<file path="src/rtl/acc_pkg.sv">
// ==================================================
// analog comparator control constants
package acc_pkg;

	// ==================================================
	// register byte offsets
	localparam logic [7:0] OFS_MISC = 8'h00;
	localparam logic [7:0] OFS_CTLB = 8'h04;
	localparam logic [7:0] OFS_CSR  = 8'h08;
	localparam logic [7:0] OFS_DID  = 8'h0C;

	// ==================================================
	// reset values
	localparam logic [7:0] RST_MISC = 8'h00;
	localparam logic [7:0] RST_CTLB = 8'h00;
	localparam logic [7:0] RST_CSR  = 8'h00;
	localparam logic [7:0] RST_DID  = 8'h00;

	// ==================================================
	// writable bit masks
	localparam logic [7:0] MSK_MISC = 8'h07;
	localparam logic [7:0] MSK_CTLB = 8'hF7;

	// ==================================================
	// field positions
	localparam int MISC_ISRC   = 0;
	localparam int MISC_REFERENCE_OUTPUT_PIN   = 1;
	localparam int MISC_EXTERNAL_REFERENCE_PIN   = 2;
	localparam int CTLB_TAP_LO = 4;
	localparam int CTLB_TAP_HI = 5;
	localparam int CTLB_MUXEN  = 6;
	localparam int CSR_MODE_LO = 0;
	localparam int CSR_MODE_HI = 1;
	localparam int CSR_CAPEN   = 2;
	localparam int CSR_IRQEN   = 3;
	localparam int CSR_FLAG    = 4;
	localparam int CSR_OUT     = 5;
	localparam int CSR_IREF    = 6;
	localparam int CSR_DIS     = 7;
	localparam int DID_NEG     = 6;
	localparam int DID_POS     = 7;

	// ==================================================
	// interrupt modes
	localparam logic [1:0] MODE_TOGGLE  = 2'h0;
	localparam logic [1:0] MODE_RSVD    = 2'h1;
	localparam logic [1:0] MODE_FALLING = 2'h2;
	localparam logic [1:0] MODE_RISING  = 2'h3;

	// ==================================================
	// reference selection codes
	localparam logic [1:0] REFSEL_1V1  = 2'h1;
	localparam logic [1:0] REFSEL_2V56 = 2'h3;

	// ==================================================
	// negative input reference codes
	localparam logic [2:0] NREF_NONE  = 3'h0;
	localparam logic [2:0] NREF_1V1   = 3'h1;
	localparam logic [2:0] NREF_2V56  = 3'h2;
	localparam logic [2:0] NREF_1V28  = 3'h3;
	localparam logic [2:0] NREF_0V64  = 3'h4;
	localparam logic [2:0] NREF_0V32  = 3'h5;

endpackage

</file>
<file path="src/rtl/acc_top.sv">
// The register addresses and the APB slave port were decided locally.
`timescale 1ns/10ps
module acc_top (
	input  wire logic        pclk,
	input  wire logic        presetn,
	input  wire logic        psel,
	input  wire logic        penable,
	input  wire logic        pwrite,
	input  wire logic [7:0]  paddr,
	input  wire logic [31:0] pwdata,
	output logic      [31:0] prdata,
	output logic             pready,
	output logic             pslverr,
	input  wire logic        comparator_raw,
	input  wire logic        converter_enable,
	input  wire logic [4:0]  converter_channel_select,
	input  wire logic [1:0]  reference_selection,
	input  wire logic        global_irq_enable,
	input  wire logic        irq_vector_ack,
	input  wire logic        positive_pin_raw,
	input  wire logic        negative_pin_raw,
	output logic             external_ref_input_enable,
	output logic             internal_ref_output_enable,
	output logic             ref_output_is_2v56,
	output logic             current_source_enable,
	output logic             comparator_power_down,
	output logic             positive_from_mux,
	output logic      [4:0]  positive_mux_channel,
	output logic             negative_from_internal,
	output logic      [2:0]  negative_ref_code,
	output logic             comparator_irq,
	output logic             capture_input,
	output logic             positive_pin_digital,
	output logic             negative_pin_digital
);

	// ==================================================
	// register state
	logic [7:0] misc_q;
	logic [7:0] ctlb_q;
	logic [7:0] csr_q;
	logic [7:0] did_q;
	logic       flag_q;
	logic       sync1_q;
	logic       sync2_q;
	logic       prev_q;
	logic       pready_q;
	logic       pslverr_q;
	logic [31:0] prdata_q;

	// ==================================================
	// bus decode
	logic       setup;
	logic       wr_commit;
	logic       hit_misc;
	logic       hit_ctlb;
	logic       hit_csr;
	logic       hit_did;
	logic       mapped;
	logic [7:0] rd_d;

	assign setup     = psel && !penable;
	assign wr_commit = psel && penable && pready_q && pwrite;
	assign hit_misc  = (paddr == acc_pkg::OFS_MISC);
	assign hit_ctlb  = (paddr == acc_pkg::OFS_CTLB);
	assign hit_csr   = (paddr == acc_pkg::OFS_CSR);
	assign hit_did   = (paddr == acc_pkg::OFS_DID);
	assign mapped    = hit_misc || hit_ctlb || hit_csr || hit_did;

	always_comb begin
		rd_d = 8'h00;
		if (hit_misc) begin
			rd_d = misc_q;
		end else if (hit_ctlb) begin
			rd_d = ctlb_q;
		end else if (hit_csr) begin
			rd_d = {csr_q[7:6], sync2_q, flag_q, csr_q[3:0]};
		end else if (hit_did) begin
			rd_d = did_q;
		end
	end

	// ready one cycle after setup, so zero wait states
	always_ff @(posedge pclk or negedge presetn) begin
		if (!presetn) begin
			pready_q  <= 1'b0;
			pslverr_q <= 1'b0;
			prdata_q  <= 32'h0000_0000;
		end else begin
			pready_q  <= setup;
			pslverr_q <= setup && !mapped;
			prdata_q  <= (setup && !pwrite) ? {24'h00_0000, rd_d} : 32'h0000_0000;
		end
	end

	// ==================================================
	// register writes
	// reserved bits masked in misc, ctlb and csr; did stores all 8 written bits
	always_ff @(posedge pclk or negedge presetn) begin
		if (!presetn) begin
			misc_q <= acc_pkg::RST_MISC;
		end else if (wr_commit && hit_misc) begin
			misc_q <= pwdata[7:0] & acc_pkg::MSK_MISC;
		end
	end

	always_ff @(posedge pclk or negedge presetn) begin
		if (!presetn) begin
			ctlb_q <= acc_pkg::RST_CTLB;
		end else if (wr_commit && hit_ctlb) begin
			ctlb_q <= pwdata[7:0] & acc_pkg::MSK_CTLB;
		end
	end

	always_ff @(posedge pclk or negedge presetn) begin
		if (!presetn) begin
			csr_q <= acc_pkg::RST_CSR;
		end else if (wr_commit && hit_csr) begin
			csr_q <= {pwdata[7:6], 2'h0, pwdata[3:0]};
		end
	end

	always_ff @(posedge pclk or negedge presetn) begin
		if (!presetn) begin
			did_q <= acc_pkg::RST_DID;
		end else if (wr_commit && hit_did) begin
			did_q <= pwdata[7:0];
		end
	end

	// ==================================================
	// comparator output path
	// raw result arrives from analog core
	always_ff @(posedge pclk or negedge presetn) begin
		if (!presetn) begin
			sync1_q <= 1'b0;
			sync2_q <= 1'b0;
		end else begin
			sync1_q <= comparator_raw;
			sync2_q <= sync1_q;
		end
	end

	always_ff @(posedge pclk or negedge presetn) begin
		if (!presetn) begin
			prev_q <= 1'b0;
		end else begin
			prev_q <= sync2_q;
		end
	end

	// ==================================================
	// event detection and flag
	logic [1:0] mode;
	logic       evt;
	logic       clr;

	assign mode = {csr_q[acc_pkg::CSR_MODE_HI], csr_q[acc_pkg::CSR_MODE_LO]};

	always_comb begin
		evt = 1'b0;
		unique case (mode)
			acc_pkg::MODE_TOGGLE: begin
				evt = sync2_q ^ prev_q;
			end
			acc_pkg::MODE_RSVD: begin
				evt = 1'b0;
			end
			acc_pkg::MODE_FALLING: begin
				evt = prev_q && !sync2_q;
			end
			acc_pkg::MODE_RISING: begin
				evt = !prev_q && sync2_q;
			end
		endcase
	end

	// clear by vector or write one
	assign clr = irq_vector_ack || (wr_commit && hit_csr && pwdata[acc_pkg::CSR_FLAG]);

	always_ff @(posedge pclk or negedge presetn) begin
		if (!presetn) begin
			flag_q <= 1'b0;
		end else if (evt) begin
			flag_q <= 1'b1;
		end else if (clr) begin
			flag_q <= 1'b0;
		end
	end

	always_ff @(posedge pclk or negedge presetn) begin
		if (!presetn) begin
			comparator_irq <= 1'b0;
		end else begin
			comparator_irq <= flag_q && csr_q[acc_pkg::CSR_IRQEN] && global_irq_enable;
		end
	end

	always_ff @(posedge pclk or negedge presetn) begin
		if (!presetn) begin
			capture_input <= 1'b0;
		end else begin
			capture_input <= csr_q[acc_pkg::CSR_CAPEN] && sync2_q;
		end
	end

	// ==================================================
	// analog input selection
	logic [2:0] nref_d;

	always_comb begin
		nref_d = acc_pkg::NREF_NONE;
		if (reference_selection == acc_pkg::REFSEL_1V1) begin
			nref_d = acc_pkg::NREF_1V1;
		end else if (reference_selection == acc_pkg::REFSEL_2V56) begin
			unique case ({ctlb_q[acc_pkg::CTLB_TAP_HI], ctlb_q[acc_pkg::CTLB_TAP_LO]})
				2'h0: nref_d = acc_pkg::NREF_2V56;
				2'h1: nref_d = acc_pkg::NREF_1V28;
				2'h2: nref_d = acc_pkg::NREF_0V64;
				2'h3: nref_d = acc_pkg::NREF_0V32;
			endcase
		end
	end

	always_ff @(posedge pclk or negedge presetn) begin
		if (!presetn) begin
			positive_from_mux      <= 1'b0;
			positive_mux_channel   <= 5'h00;
			negative_from_internal <= 1'b0;
			negative_ref_code      <= acc_pkg::NREF_NONE;
		end else begin
			positive_from_mux      <= ctlb_q[acc_pkg::CTLB_MUXEN] && !converter_enable;
			positive_mux_channel   <= (ctlb_q[acc_pkg::CTLB_MUXEN] && !converter_enable)
				? converter_channel_select : 5'h00;
			negative_from_internal <= csr_q[acc_pkg::CSR_IREF];
			negative_ref_code      <= csr_q[acc_pkg::CSR_IREF] ? nref_d : acc_pkg::NREF_NONE;
		end
	end

	// ==================================================
	// reference and power controls
	always_ff @(posedge pclk or negedge presetn) begin
		if (!presetn) begin
			external_ref_input_enable  <= 1'b0;
			internal_ref_output_enable <= 1'b0;
			ref_output_is_2v56         <= 1'b0;
			current_source_enable      <= 1'b0;
			comparator_power_down      <= 1'b0;
		end else begin
			external_ref_input_enable  <= misc_q[acc_pkg::MISC_EXTERNAL_REFERENCE_PIN];
			internal_ref_output_enable <= misc_q[acc_pkg::MISC_REFERENCE_OUTPUT_PIN];
			ref_output_is_2v56         <= reference_selection == acc_pkg::REFSEL_2V56;
			current_source_enable      <= misc_q[acc_pkg::MISC_ISRC];
			comparator_power_down      <= csr_q[acc_pkg::CSR_DIS];
		end
	end

	// ==================================================
	// digital input buffers
	// disabled pins read zero
	always_ff @(posedge pclk or negedge presetn) begin
		if (!presetn) begin
			positive_pin_digital <= 1'b0;
			negative_pin_digital <= 1'b0;
		end else begin
			positive_pin_digital <= positive_pin_raw && !did_q[acc_pkg::DID_POS];
			negative_pin_digital <= negative_pin_raw && !did_q[acc_pkg::DID_NEG];
		end
	end

	assign prdata  = prdata_q;
	assign pready  = pready_q;
	assign pslverr = pslverr_q;
endmodule

</file>
<file path="config.mk">
export PLATFORM = sky130hd
export DESIGN_NAME = acc_top
export DESIGN_NICKNAME = d
export VERILOG_FILES = /design/src/rtl/acc_pkg.sv /design/src/rtl/acc_top.sv
export SDC_FILE = /design/constraint.sdc
export NUM_CORES = 1
export LEC_CHECK = 0
export BUFFER_PORTS_ARGS = -buffer_cell sky130_fd_sc_hd__buf_2
export CAP_MARGIN = 20
export CORE_MARGIN = 10
export CORE_UTILIZATION = 46
export CTS_BUF_LIST = sky130_fd_sc_hd__clkbuf_16
export DETAILED_ROUTE_END_ITERATION = 10
export PLACE_DENSITY = 0.85
export SLEW_MARGIN = 20
export SYNTH_ARGS = -nofsm -noshare
export SYNTH_HDL_FRONTEND = slang
export SYNTH_SLANG_ARGS = --single-unit
</file>
<file path="constraint.sdc">
create_clock -name pclk -period 2.11 [get_ports pclk]
set_input_delay 0.211 -clock pclk [delete_from_list [all_inputs] [get_ports pclk]]
set_output_delay 0.211 -clock pclk [all_outputs]
set_load 0.03 [all_outputs]
</file>
==> results.yml, run 1 <==
outcome:
  outcome: "complete, no violations"
global_routing:
  first_global_vias: 1692
  gr-total-overflow: 0
  maximum_number_of_pins_on_one_net_before_global_route_repair: 58
  grt_use_total: 0.133
  global_route_wire_length_before_repair_um: 8760
  grt_antenna_before_repair: 0
drt:
  drt_wl_total_um: 5410
  dr.first_iter.drc_count: 53
  vias_per_cell: 4.62
  drt_pre_antenna_iters: 5
  wl_per_cell_um: 16.7
  route.antenna.remaining_nets: 0
  drc: 0
  route.vias.total: 1502
place:
  post-place-ws_ns: 0.173
  place.port_buffers: 62
  place.gp.congestion: 0.720
  place.detailed.instances: 308
  detailed_place_hpwl_um: 3890
cells_and_area:
  antenna_cells: 0
  final_cell_mix: "62 x sky130_fd_sc_hd__buf_2, 57 x sky130_fd_sc_hd__dfrtp_1, 29 x sky130_fd_sc_hd__mux2_2"
  layout-area-overhead-vs-synth_pct: 26.5
  design.final.nets: 310
  finalNonFillerCells: 325
  layout_commonest_cell: "sky130_fd_sc_hd__buf_2"
  share_of_cells_above_drive_strength_1: 0.471
  nFillCells: 419
worst_setup_path:
  arrival_ns: 2.02
  setup.reg_to_reg.worst_slack_ns: 0.30
  worstSetupEndpoint: "csr_q[0]"
  timing.critical_path.slowest_cell_delay_ns: 0.40
  crit_path_max_fanout: 5
  critical_path_required_ns: 2.31
  critPathLaunchType: "register"
  rr_startpoint: "pready"
  worst_r2r_endpoint: "csr_q[0]"
  timing.critical_path.from: "pready"
  crit_path_top_delay_cell: "sky130_fd_sc_hd__nand4_1"
  path_cells: "nand4_1, nor4_4, buf_4, mux2_2"
  criticalPathCategory: "reg -> reg"
  end_kind: "register"
  reg2reg_depth: 4
clock_tree:
  clock_insertion_delay_worst_skew_ns: 0.32
  tritoncts: "done"
  root_buffer: "sky130_fd_sc_hd__clkbuf_16"
  ctsHtreeMaxLevel: 3
  postCtsSetupBuffers: 0
  clock_tree.buffer_depth: 2
  worst_setup_hold_path_clk_slew_ns: 0.05
  cts_buffers: 9
  cts_sinks: 57
floorplanning:
  core_sq_um: 5110
  die_y_um: 92.7
  die_area_sq_um: 8590
  floorplan.rows: 26
  horizontal_extent_of_the_die_um: 92.7
  floorplan.io_pins: 111
  initial_core_utilization: 0.476
power_and_ir_drop:
  power_mw: 2.79
  total_leakage_power_nw: 1.65
  pwr_density_cell_nw_per_um2: 908
  ir_worst_vdd_v: 0.000530
synth:
  synth_top_area_cell: "sky130_fd_sc_hd__dfrtp_1"
  mapped_avg_cell_area_sq_um: 13.8
  ys_types: 30
  synth.top_cell.area_share: 0.587
  yosys_warning_count: 0
  postSynthRegisterBits: 57
  syn-cell-area_sq_um: 2430
  postSynthCellCount: 176
  synth_top_cells_by_area: "sky130_fd_sc_hd__dfrtp_1 59%, sky130_fd_sc_hd__mux2_2 13%, sky130_fd_sc_hd__buf_4 7.4%"
  sequential_share_of_the_synthesized_area: 0.587
sta:
  report.final.setup_viol: 0
  worst_slew_margin_rel: 0.536
  final-max-slew-violation-count: 0
  tns_ns: 0
  min_period_ns: 1.81
  final_min_period_over_clock_period: 0.859
  clock-skew-final_ns: 0.00503
  fmax_mhz: 552
  worst_pin_slew_ns: 0.696
  final.setup.worst_slack_ns: 0.298
  finalHoldViolCount: 0
  grt_setup_unrepaired: "false"
worst_hold_path:
  hp-class: "in -> async"
flow_run:
  maxCapViolCount: 0
==> sequential cells by signal (all words and copies together), names as in the netlist, 3 cells and up <==
signal                count
csr_q                     6
ctlb_q                    7
misc_q                    3
negative_ref_code         3
prdata                    8
positive_mux_channel      5
did_q                     8
==> synthesized netlist by cell type (all sizes together) <==
library cell and n:
nor2b 7, mux2 29, nor3 1, or2 1, dfrtp 57, mux4 3
and3 2, inv 4, and2 7, buf 26, clkbuf 3, nand4 1
nor4 4, nor3b 1, a22oi 4, nor4b 1, a21oi 2, nand3b 1
nand2 3, o21ai 1, nor2 8, or4 2, nand2b 4, conb 1
ha 2, mux2i 1
==> per-layer routing <==
metal  track usage  share of wire
met1         0.143           0.38
met2         0.212           0.50
met3        0.0621          0.098
met4        0.0771          0.020
met5             0              0
==> through the flow <==
| step | instance area [sq um] | utilization | hold slack, ns |
|---|---|---|---|
| after global routing | 3070 | 0.601 | 0.0947 |
| after floorplan | 2510 | - | -0.0846 |
| after CTS | 3070 | 0.601 | 0.0543 |
| after global placement | 2750 | 0.539 | 0.321 |
| after detailed placement | 2750 | 0.539 | 0.322 |
| final | 3070 | 0.601 | 0.0271 |
==> worst min path at each step <==
stage,to,slack [ns],cells after the start
after floorplan,capture_input,-0.08,0
after global placement,sync1_q,0.32,1
after detailed placement,sync1_q,0.32,1
after CTS,internal_ref_output_enable,0.05,2
after global routing,negative_ref_code[0],0.09,2
final,prdata[2],0.03,2
==> final cells by class <==
class                   instances  area, sq um  share of cell area
flip-flops and latches         57         1430               0.464
multi-input cells             109          867               0.282
repair buffers                 69          365               0.119
clock buffers                   9          225              0.0733
well taps                      70         87.6              0.0285
clock inverters                 7         85.1              0.0277
inverters                       4         15.0             0.00489
==> report_power, final <==
part	total, mW	internal [mW]	leakage (nW)	switching, mW
clock	1.49	1.02	0.150	0.474
sequential	1.11	1.11	0.778	0.00703
combinational	0.182	0.0481	0.725	0.134
total	2.79	2.17	1.65	0.615
==> worst max-delay path, delay by kind of cell (launching register included) <==
kind / cells / cell delay (ns)
AND/OR/NAND/NOR: 2 / 0.78
flip-flops: 1 / 0.35
multiplexers: 1 / 0.34
buffers and inverters: 1 / 0.22
==> kinds of logic (layout without fill, tap and decap cells) <==
family,after synthesis,count (layout),share of synthesized area
fa+ha+maj,2,2,0.0103
buf+inv,33,89,0.0912
simple gates,43,43,0.125
compound gates,7,7,0.0185
mux,33,33,0.166
other cells,1,24,0.00154
flops,57,57,0.587
==> timing repair <==
item | in CTS | in global routing
endpoints found under the hold margin | 1 | 0
hold buffers | 1 | 0
resized for setup | 0 | 0
No activity file was read; power rests on OpenSTA's default activity.
==> run 2, diff against run 1 <==
--- a/config.mk
+++ b/config.mk
@@ -5,7 +5,7 @@
 export SDC_FILE = /design/constraint.sdc
 export NUM_CORES = 1
 export LEC_CHECK = 0
-export BUFFER_PORTS_ARGS = -buffer_cell sky130_fd_sc_hd__buf_2
+export BUFFER_PORTS_ARGS = -buffer_cell sky130_fd_sc_hd__buf_4
 export CAP_MARGIN = 20
 export CORE_MARGIN = 10
 export CORE_UTILIZATION = 46
==> run 2 against run 1 <==
  * Non-clock buffer count grew 1
  * Critical path depth stayed put
  * Power increased by 0.46%
  * Die area did not move
  * Setup slack improved by 0.16 ns
  * Final area rose by 5.4%
  * Sequential share of layout area down 2.4 points
  * Critical endpoint is now prdata[3]
  * Largest power group unchanged
==> results.yml, run 2 (same netlist as run 1, synthesis figures left out) <==
place:
  placed_area_sq_um: 2910
  post-place-ws_ns: 0.135
  place.detailed.instances: 308
  detailed_place_hpwl_um: 3800
  place.port_buffers: 62
  place.gp.congestion: 0.729
clock_tree:
  postCtsSetupBuffers: 0
  ctsHtreeMaxLevel: 3
  worst_setup_hold_path_clk_slew_ns: 0.05
  cts_sinks: 57
  clock_tree.buffer_depth: 2
  root_buffer: "sky130_fd_sc_hd__clkbuf_16"
  clock_insertion_delay_worst_skew_ns: 0.32
  cts_buffers: 9
  tritoncts: "done"
  ctsResizeCount: 0
worst_setup_path:
  worstSetupEndpoint: "prdata[3]"
  criticalPathCategory: "in -> reg"
  critical_path_required_ns: 2.32
  setup.reg_to_reg.worst_slack_ns: 0.57
  end_kind: "register"
  reg2reg_depth: 5
  worst_r2r_endpoint: "did_q[6]"
  timing.critical_path.from: "paddr[5]"
  critPathLaunchType: "primary input"
  crit_path_max_fanout: 8
  rr_startpoint: "pready"
  arrival_ns: 1.87
floorplanning:
  floorplan.rows: 26
  core_sq_um: 5110
  initial_core_utilization: 0.476
  floorplan.io_pins: 111
  horizontal_extent_of_the_die_um: 92.7
  die_area_sq_um: 8590
  die_y_um: 92.7
sta:
  clock-skew-final_ns: 0.00291
  tns_ns: 0
  final_min_period_over_clock_period: 0.782
  report.final.setup_viol: 0
  finalHoldViolCount: 0
  hold_slack_ns: 0.0690
  final-max-slew-violation-count: 0
  grt_setup_unrepaired: "false"
  fmax_mhz: 606
  worst_slew_margin_rel: 0.532
  worst_pin_slew_ns: 0.702
  min_period_ns: 1.65
  final.setup.worst_slack_ns: 0.459
power_and_ir_drop:
  switching_part_of_the_total: 0.217
  power.share.sequential: 0.398
  total_leakage_power_nw: 1.69
  comb_power_frac: 0.072
  cell_internal_pwr_mw: 2.19
  ir_worst_vdd_v: 0.000461
  pwr_density_cell_nw_per_um2: 865
  power_mw: 2.80
  power.switching_mw: 0.607
  power_frac_clock: 0.529
global_routing:
  grt_antenna_before_repair: 0
  maximum_number_of_pins_on_one_net_before_global_route_repair: 58
  first_global_vias: 1632
  gr-total-overflow: 0
  global_route_wire_length_before_repair_um: 8270
  grt_use_total: 0.124
drt:
  vias_per_cell: 4.64
  wl_per_cell_um: 16.4
  route.antenna.remaining_nets: 0
  drt_wl_total_um: 5340
  drt_pre_antenna_iters: 4
  route.vias.total: 1514
  dr.first_iter.drc_count: 62
  drc: 0
cells_and_area:
  final_cell_mix: "68 x sky130_fd_sc_hd__buf_4, 57 x sky130_fd_sc_hd__dfrtp_1, 29 x sky130_fd_sc_hd__mux2_2"
  final_design_area_no_fill_sq_um: 3240
  antenna_cells: 0
  layout_commonest_cell: "sky130_fd_sc_hd__buf_4"
  finalNonFillerCells: 326
  share_of_cells_above_drive_strength_1: 0.469
  design.final.nets: 311
  layout-area-overhead-vs-synth_pct: 33.3
  finalCoreUtilization: 0.634
outcome:
  outcome: "complete, no violations"
flow_run:
  maxCapViolCount: 0
worst_hold_path:
  hp-class: "in -> reg"
[run 2: changes by cell type in the layout (fill, tap and decap cells not counted)]
cell / before / now
sky130_fd_sc_hd__buf_2: 62 / 0
sky130_fd_sc_hd__buf_4: 6 / 68
sky130_fd_sc_hd__dlygate4sd3_1: 1 / 2
[run 2: layout make-up]
class / instances / area (sq um)
fillers: 407 / 1870
flip-flops and latches: 57 / 1430
multi-input cells: 109 / 867
repair buffers: 70 / 531
clock buffers: 9 / 225
well taps: 70 / 87.6
clock inverters: 7 / 85.1
inverters: 4 / 15.0
[run 2: worst max-delay path, stage by stage]
cell and delay (ns):
sky130_fd_sc_hd__buf_4 0.11, sky130_fd_sc_hd__or4_4 0.62, sky130_fd_sc_hd__or4_1 0.63, sky130_fd_sc_hd__nor3b_1 0.29
[run 2: power by group through the flow]
stage                     registers [mW]  clock network, mW  logic (mW)
after floorplan                     1.14                  0       0.132
after global placement              1.13                  0       0.194
after detailed placement            1.13                  0       0.199
after CTS                           1.12               1.52       0.203
after global routing                1.12               1.57       0.219
final                               1.12               1.48       0.203
[run 2: timing repair]
item                                   4_1_cts  5_1_grt
hold buffers                                 2        0
endpoints found under the hold margin       58        0
setup endpoints to repair                    0        0
[run 2: routing by layer]
layer,track usage,up-vias,part of all wire
met5,0,-,0
met4,0.0578,0,0.0036
met3,0.0638,2,0.082
met2,0.189,58,0.51
met1,0.143,745,0.40
li1,-,709,-
[run 2: worst min path at each step]
| stage | startpoint | end | slack [ns] | cells after the start |
|---|---|---|---|---|
| floorplan | presetn | capture_input | -0.08 | 0 |
| global placement | presetn | external_ref_input_enable | 0.30 | 1 |
| detailed placement | presetn | misc_q[2] | 0.30 | 1 |
| CTS | reference_selection[1] | negative_ref_code[0] | 0.06 | 2 |
| global route | reference_selection[1] | negative_ref_code[0] | 0.07 | 2 |
| finish | reference_selection[1] | negative_ref_code[0] | 0.07 | 2 |
==> run 3, diff against run 2 <==
==> constraint.sdc (replaced) <==
create_clock -name pclk -period 1.7 [get_ports pclk]
set_input_delay 0.17 -clock pclk [delete_from_list [all_inputs] [get_ports pclk]]
set_output_delay 0.17 -clock pclk [all_outputs]
set_load 0.03 [all_outputs]
==> run 3 against run 2 <==
  * Clock-buffer cell count unchanged
  * Critical path depth increased by 1
  * Final area increased by 1.2%
  * Setup slack got worse by 0.34 ns
  * Utilization increased by 0.76 points
  * First-iteration DRC count increased by 40%
  * Critical path type unchanged
  * Critical endpoint is now did_q[6]
==> results.yml, run 3 (same netlist as run 1, synthesis figures left out) <==
floorplanning:
  core_sq_um: 5110
  die_y_um: 92.7
  die_area_sq_um: 8590
  floorplan.rows: 26
  horizontal_extent_of_the_die_um: 92.7
  initial_core_utilization: 0.476
  floorplan.io_pins: 111
cells_and_area:
  layout-area-overhead-vs-synth_pct: 34.9
  antenna_cells: 0
  nFillCells: 391
  final_cell_mix: "74 x sky130_fd_sc_hd__buf_4, 56 x sky130_fd_sc_hd__dfrtp_1, 24 x sky130_fd_sc_hd__conb_1"
  design.final.nets: 317
  layout_commonest_cell: "sky130_fd_sc_hd__buf_4"
  share_of_cells_above_drive_strength_1: 0.477
  ff_latch_area_sq_um: 1430
  multi_input_area_sq_um: 890
  finalCoreUtilization: 0.641
drt:
  route.vias.total: 1543
  wl_per_cell_um: 16.6
  drt_wl_total_um: 5520
  drc: 0
  route.layer.met1.wl_um: 2140
  dr.first_iter.drc_count: 87
  maxUsedRoutingLayer: "met4"
  met3WireLength_um: 383
  drt_pre_antenna_iters: 4
  vias_per_cell: 4.65
  wl_met2_um: 2870
  route.antenna.remaining_nets: 0
clock_tree:
  cts_sinks: 57
  cts_buffers: 9
  ctsResizeCount: 0
  clock_insertion_delay_worst_skew_ns: 0.32
  ctsHtreeMaxLevel: 3
  clock_tree.buffer_depth: 2
  worst_setup_hold_path_clk_slew_ns: 0.05
  cts_hold_buf: 2
  postCtsSetupBuffers: 0
  tritoncts: "done"
  root_buffer: "sky130_fd_sc_hd__clkbuf_16"
sta:
  grt_setup_unrepaired: "false"
  final-max-slew-violation-count: 0
  clock-skew-final_ns: 0.00746
  final_min_period_over_clock_period: 0.930
  min_period_ns: 1.58
  finalHoldViolCount: 0
  tns_ns: 0
  final.setup.worst_slack_ns: 0.120
  report.final.setup_viol: 0
  fmax_mhz: 633
global_routing:
  maximum_number_of_pins_on_one_net_before_global_route_repair: 31
  grt_antenna_before_repair: 0
  gr-total-overflow: 0
  grt_use_total: 0.136
  global_route_wire_length_before_repair_um: 8850
  first_global_vias: 1700
worst_setup_path:
  critical_path_required_ns: 1.90
  setup.reg_to_reg.worst_slack_ns: 0.23
  reg2reg_depth: 5
  crit_path_max_fanout: 7
  critPathLaunchType: "primary input"
  criticalPathCategory: "in -> reg"
  end_kind: "register"
  worst_r2r_endpoint: "did_q[6]"
  worstSetupEndpoint: "did_q[6]"
  arrival_ns: 1.78
  timing.critical_path.from: "paddr[5]"
  rr_startpoint: "pready"
power_and_ir_drop:
  total_leakage_power_nw: 1.72
  ir_worst_vdd_v: 0.000803
  pwr_density_cell_nw_per_um2: 1010
flow_run:
  maxCapViolCount: 0
place:
  post-place-ws_ns: -0.170
  place.gp.congestion: 0.795
  detailed_place_hpwl_um: 4010
  place.port_buffers: 62
outcome:
  outcome: "complete, no violations"
worst_hold_path:
  hp-class: "in -> reg"
run 3: cell count changes in the layout (fill, tap and decap cells not counted), sizes merged:
cell      change
buf           +6
bufinv        -1
clkinv        -1
clkinvlp      -1
inv           +3
run 3: layout make-up:
| type | count | area share |
|---|---|---|
| Multi-Input combinational cell | 109 | 0.272 |
| Sequential cell | 57 | 0.436 |
| Clock buffer | 9 | 0.0688 |
| Tap cell | 70 | 0.0267 |
| Timing Repair Buffer | 76 | 0.176 |
| Inverter | 4 | 0.00458 |
| Clock inverter | 7 | 0.0168 |
run 3: how the worst min path moves through the flow:
stage | start | to | slack [ns] | depth (start not counted)
final | reference_selection[1] | negative_ref_code[0] | 0.02 | 2
after global routing | reference_selection[1] | negative_ref_code[0] | 0.01 | 2
after CTS | reference_selection[1] | negative_ref_code[0] | 0.01 | 2
after detailed placement | presetn | positive_mux_channel[4] | 0.12 | 1
after global placement | presetn | positive_mux_channel[4] | 0.11 | 1
after floorplan | presetn | capture_input | -0.13 | 0
run 3: worst max-delay path: stages:
cell                     delay, ns
sky130_fd_sc_hd__buf_4        0.11
sky130_fd_sc_hd__or4_4        0.61
sky130_fd_sc_hd__nor4_4       0.33
sky130_fd_sc_hd__buf_4        0.22
sky130_fd_sc_hd__mux2_2       0.34
run 3: power breakdown:
part | switching (mW) | leakage [nW] | internal (mW)
Sequential | 0.00883 | 0.777 | 1.38
Combinational | 0.169 | 0.791 | 0.0909
Clock | 0.569 | 0.150 | 1.10
run 3: through the flow:
step	cells	total power, mW	hold WS [ns]	instance area [sq um]
after floorplan	199	1.58	-0.126	2540
final	332	3.32	0.0202	3280
after global placement	314	1.65	0.112	2980
after detailed placement	314	1.66	0.117	2980
after CTS	332	3.34	0.0117	3280
after global routing	332	3.45	0.0122	3280
run 3: per-layer routing:
| metal | GRT usage | vias to the layer above |
|---|---|---|
| met5 | 0 | - |
| met4 | 0.0797 | 0 |
| met3 | 0.0557 | 9 |
| met2 | 0.225 | 54 |
| met1 | 0.143 | 763 |
| li1 | - | 717 |
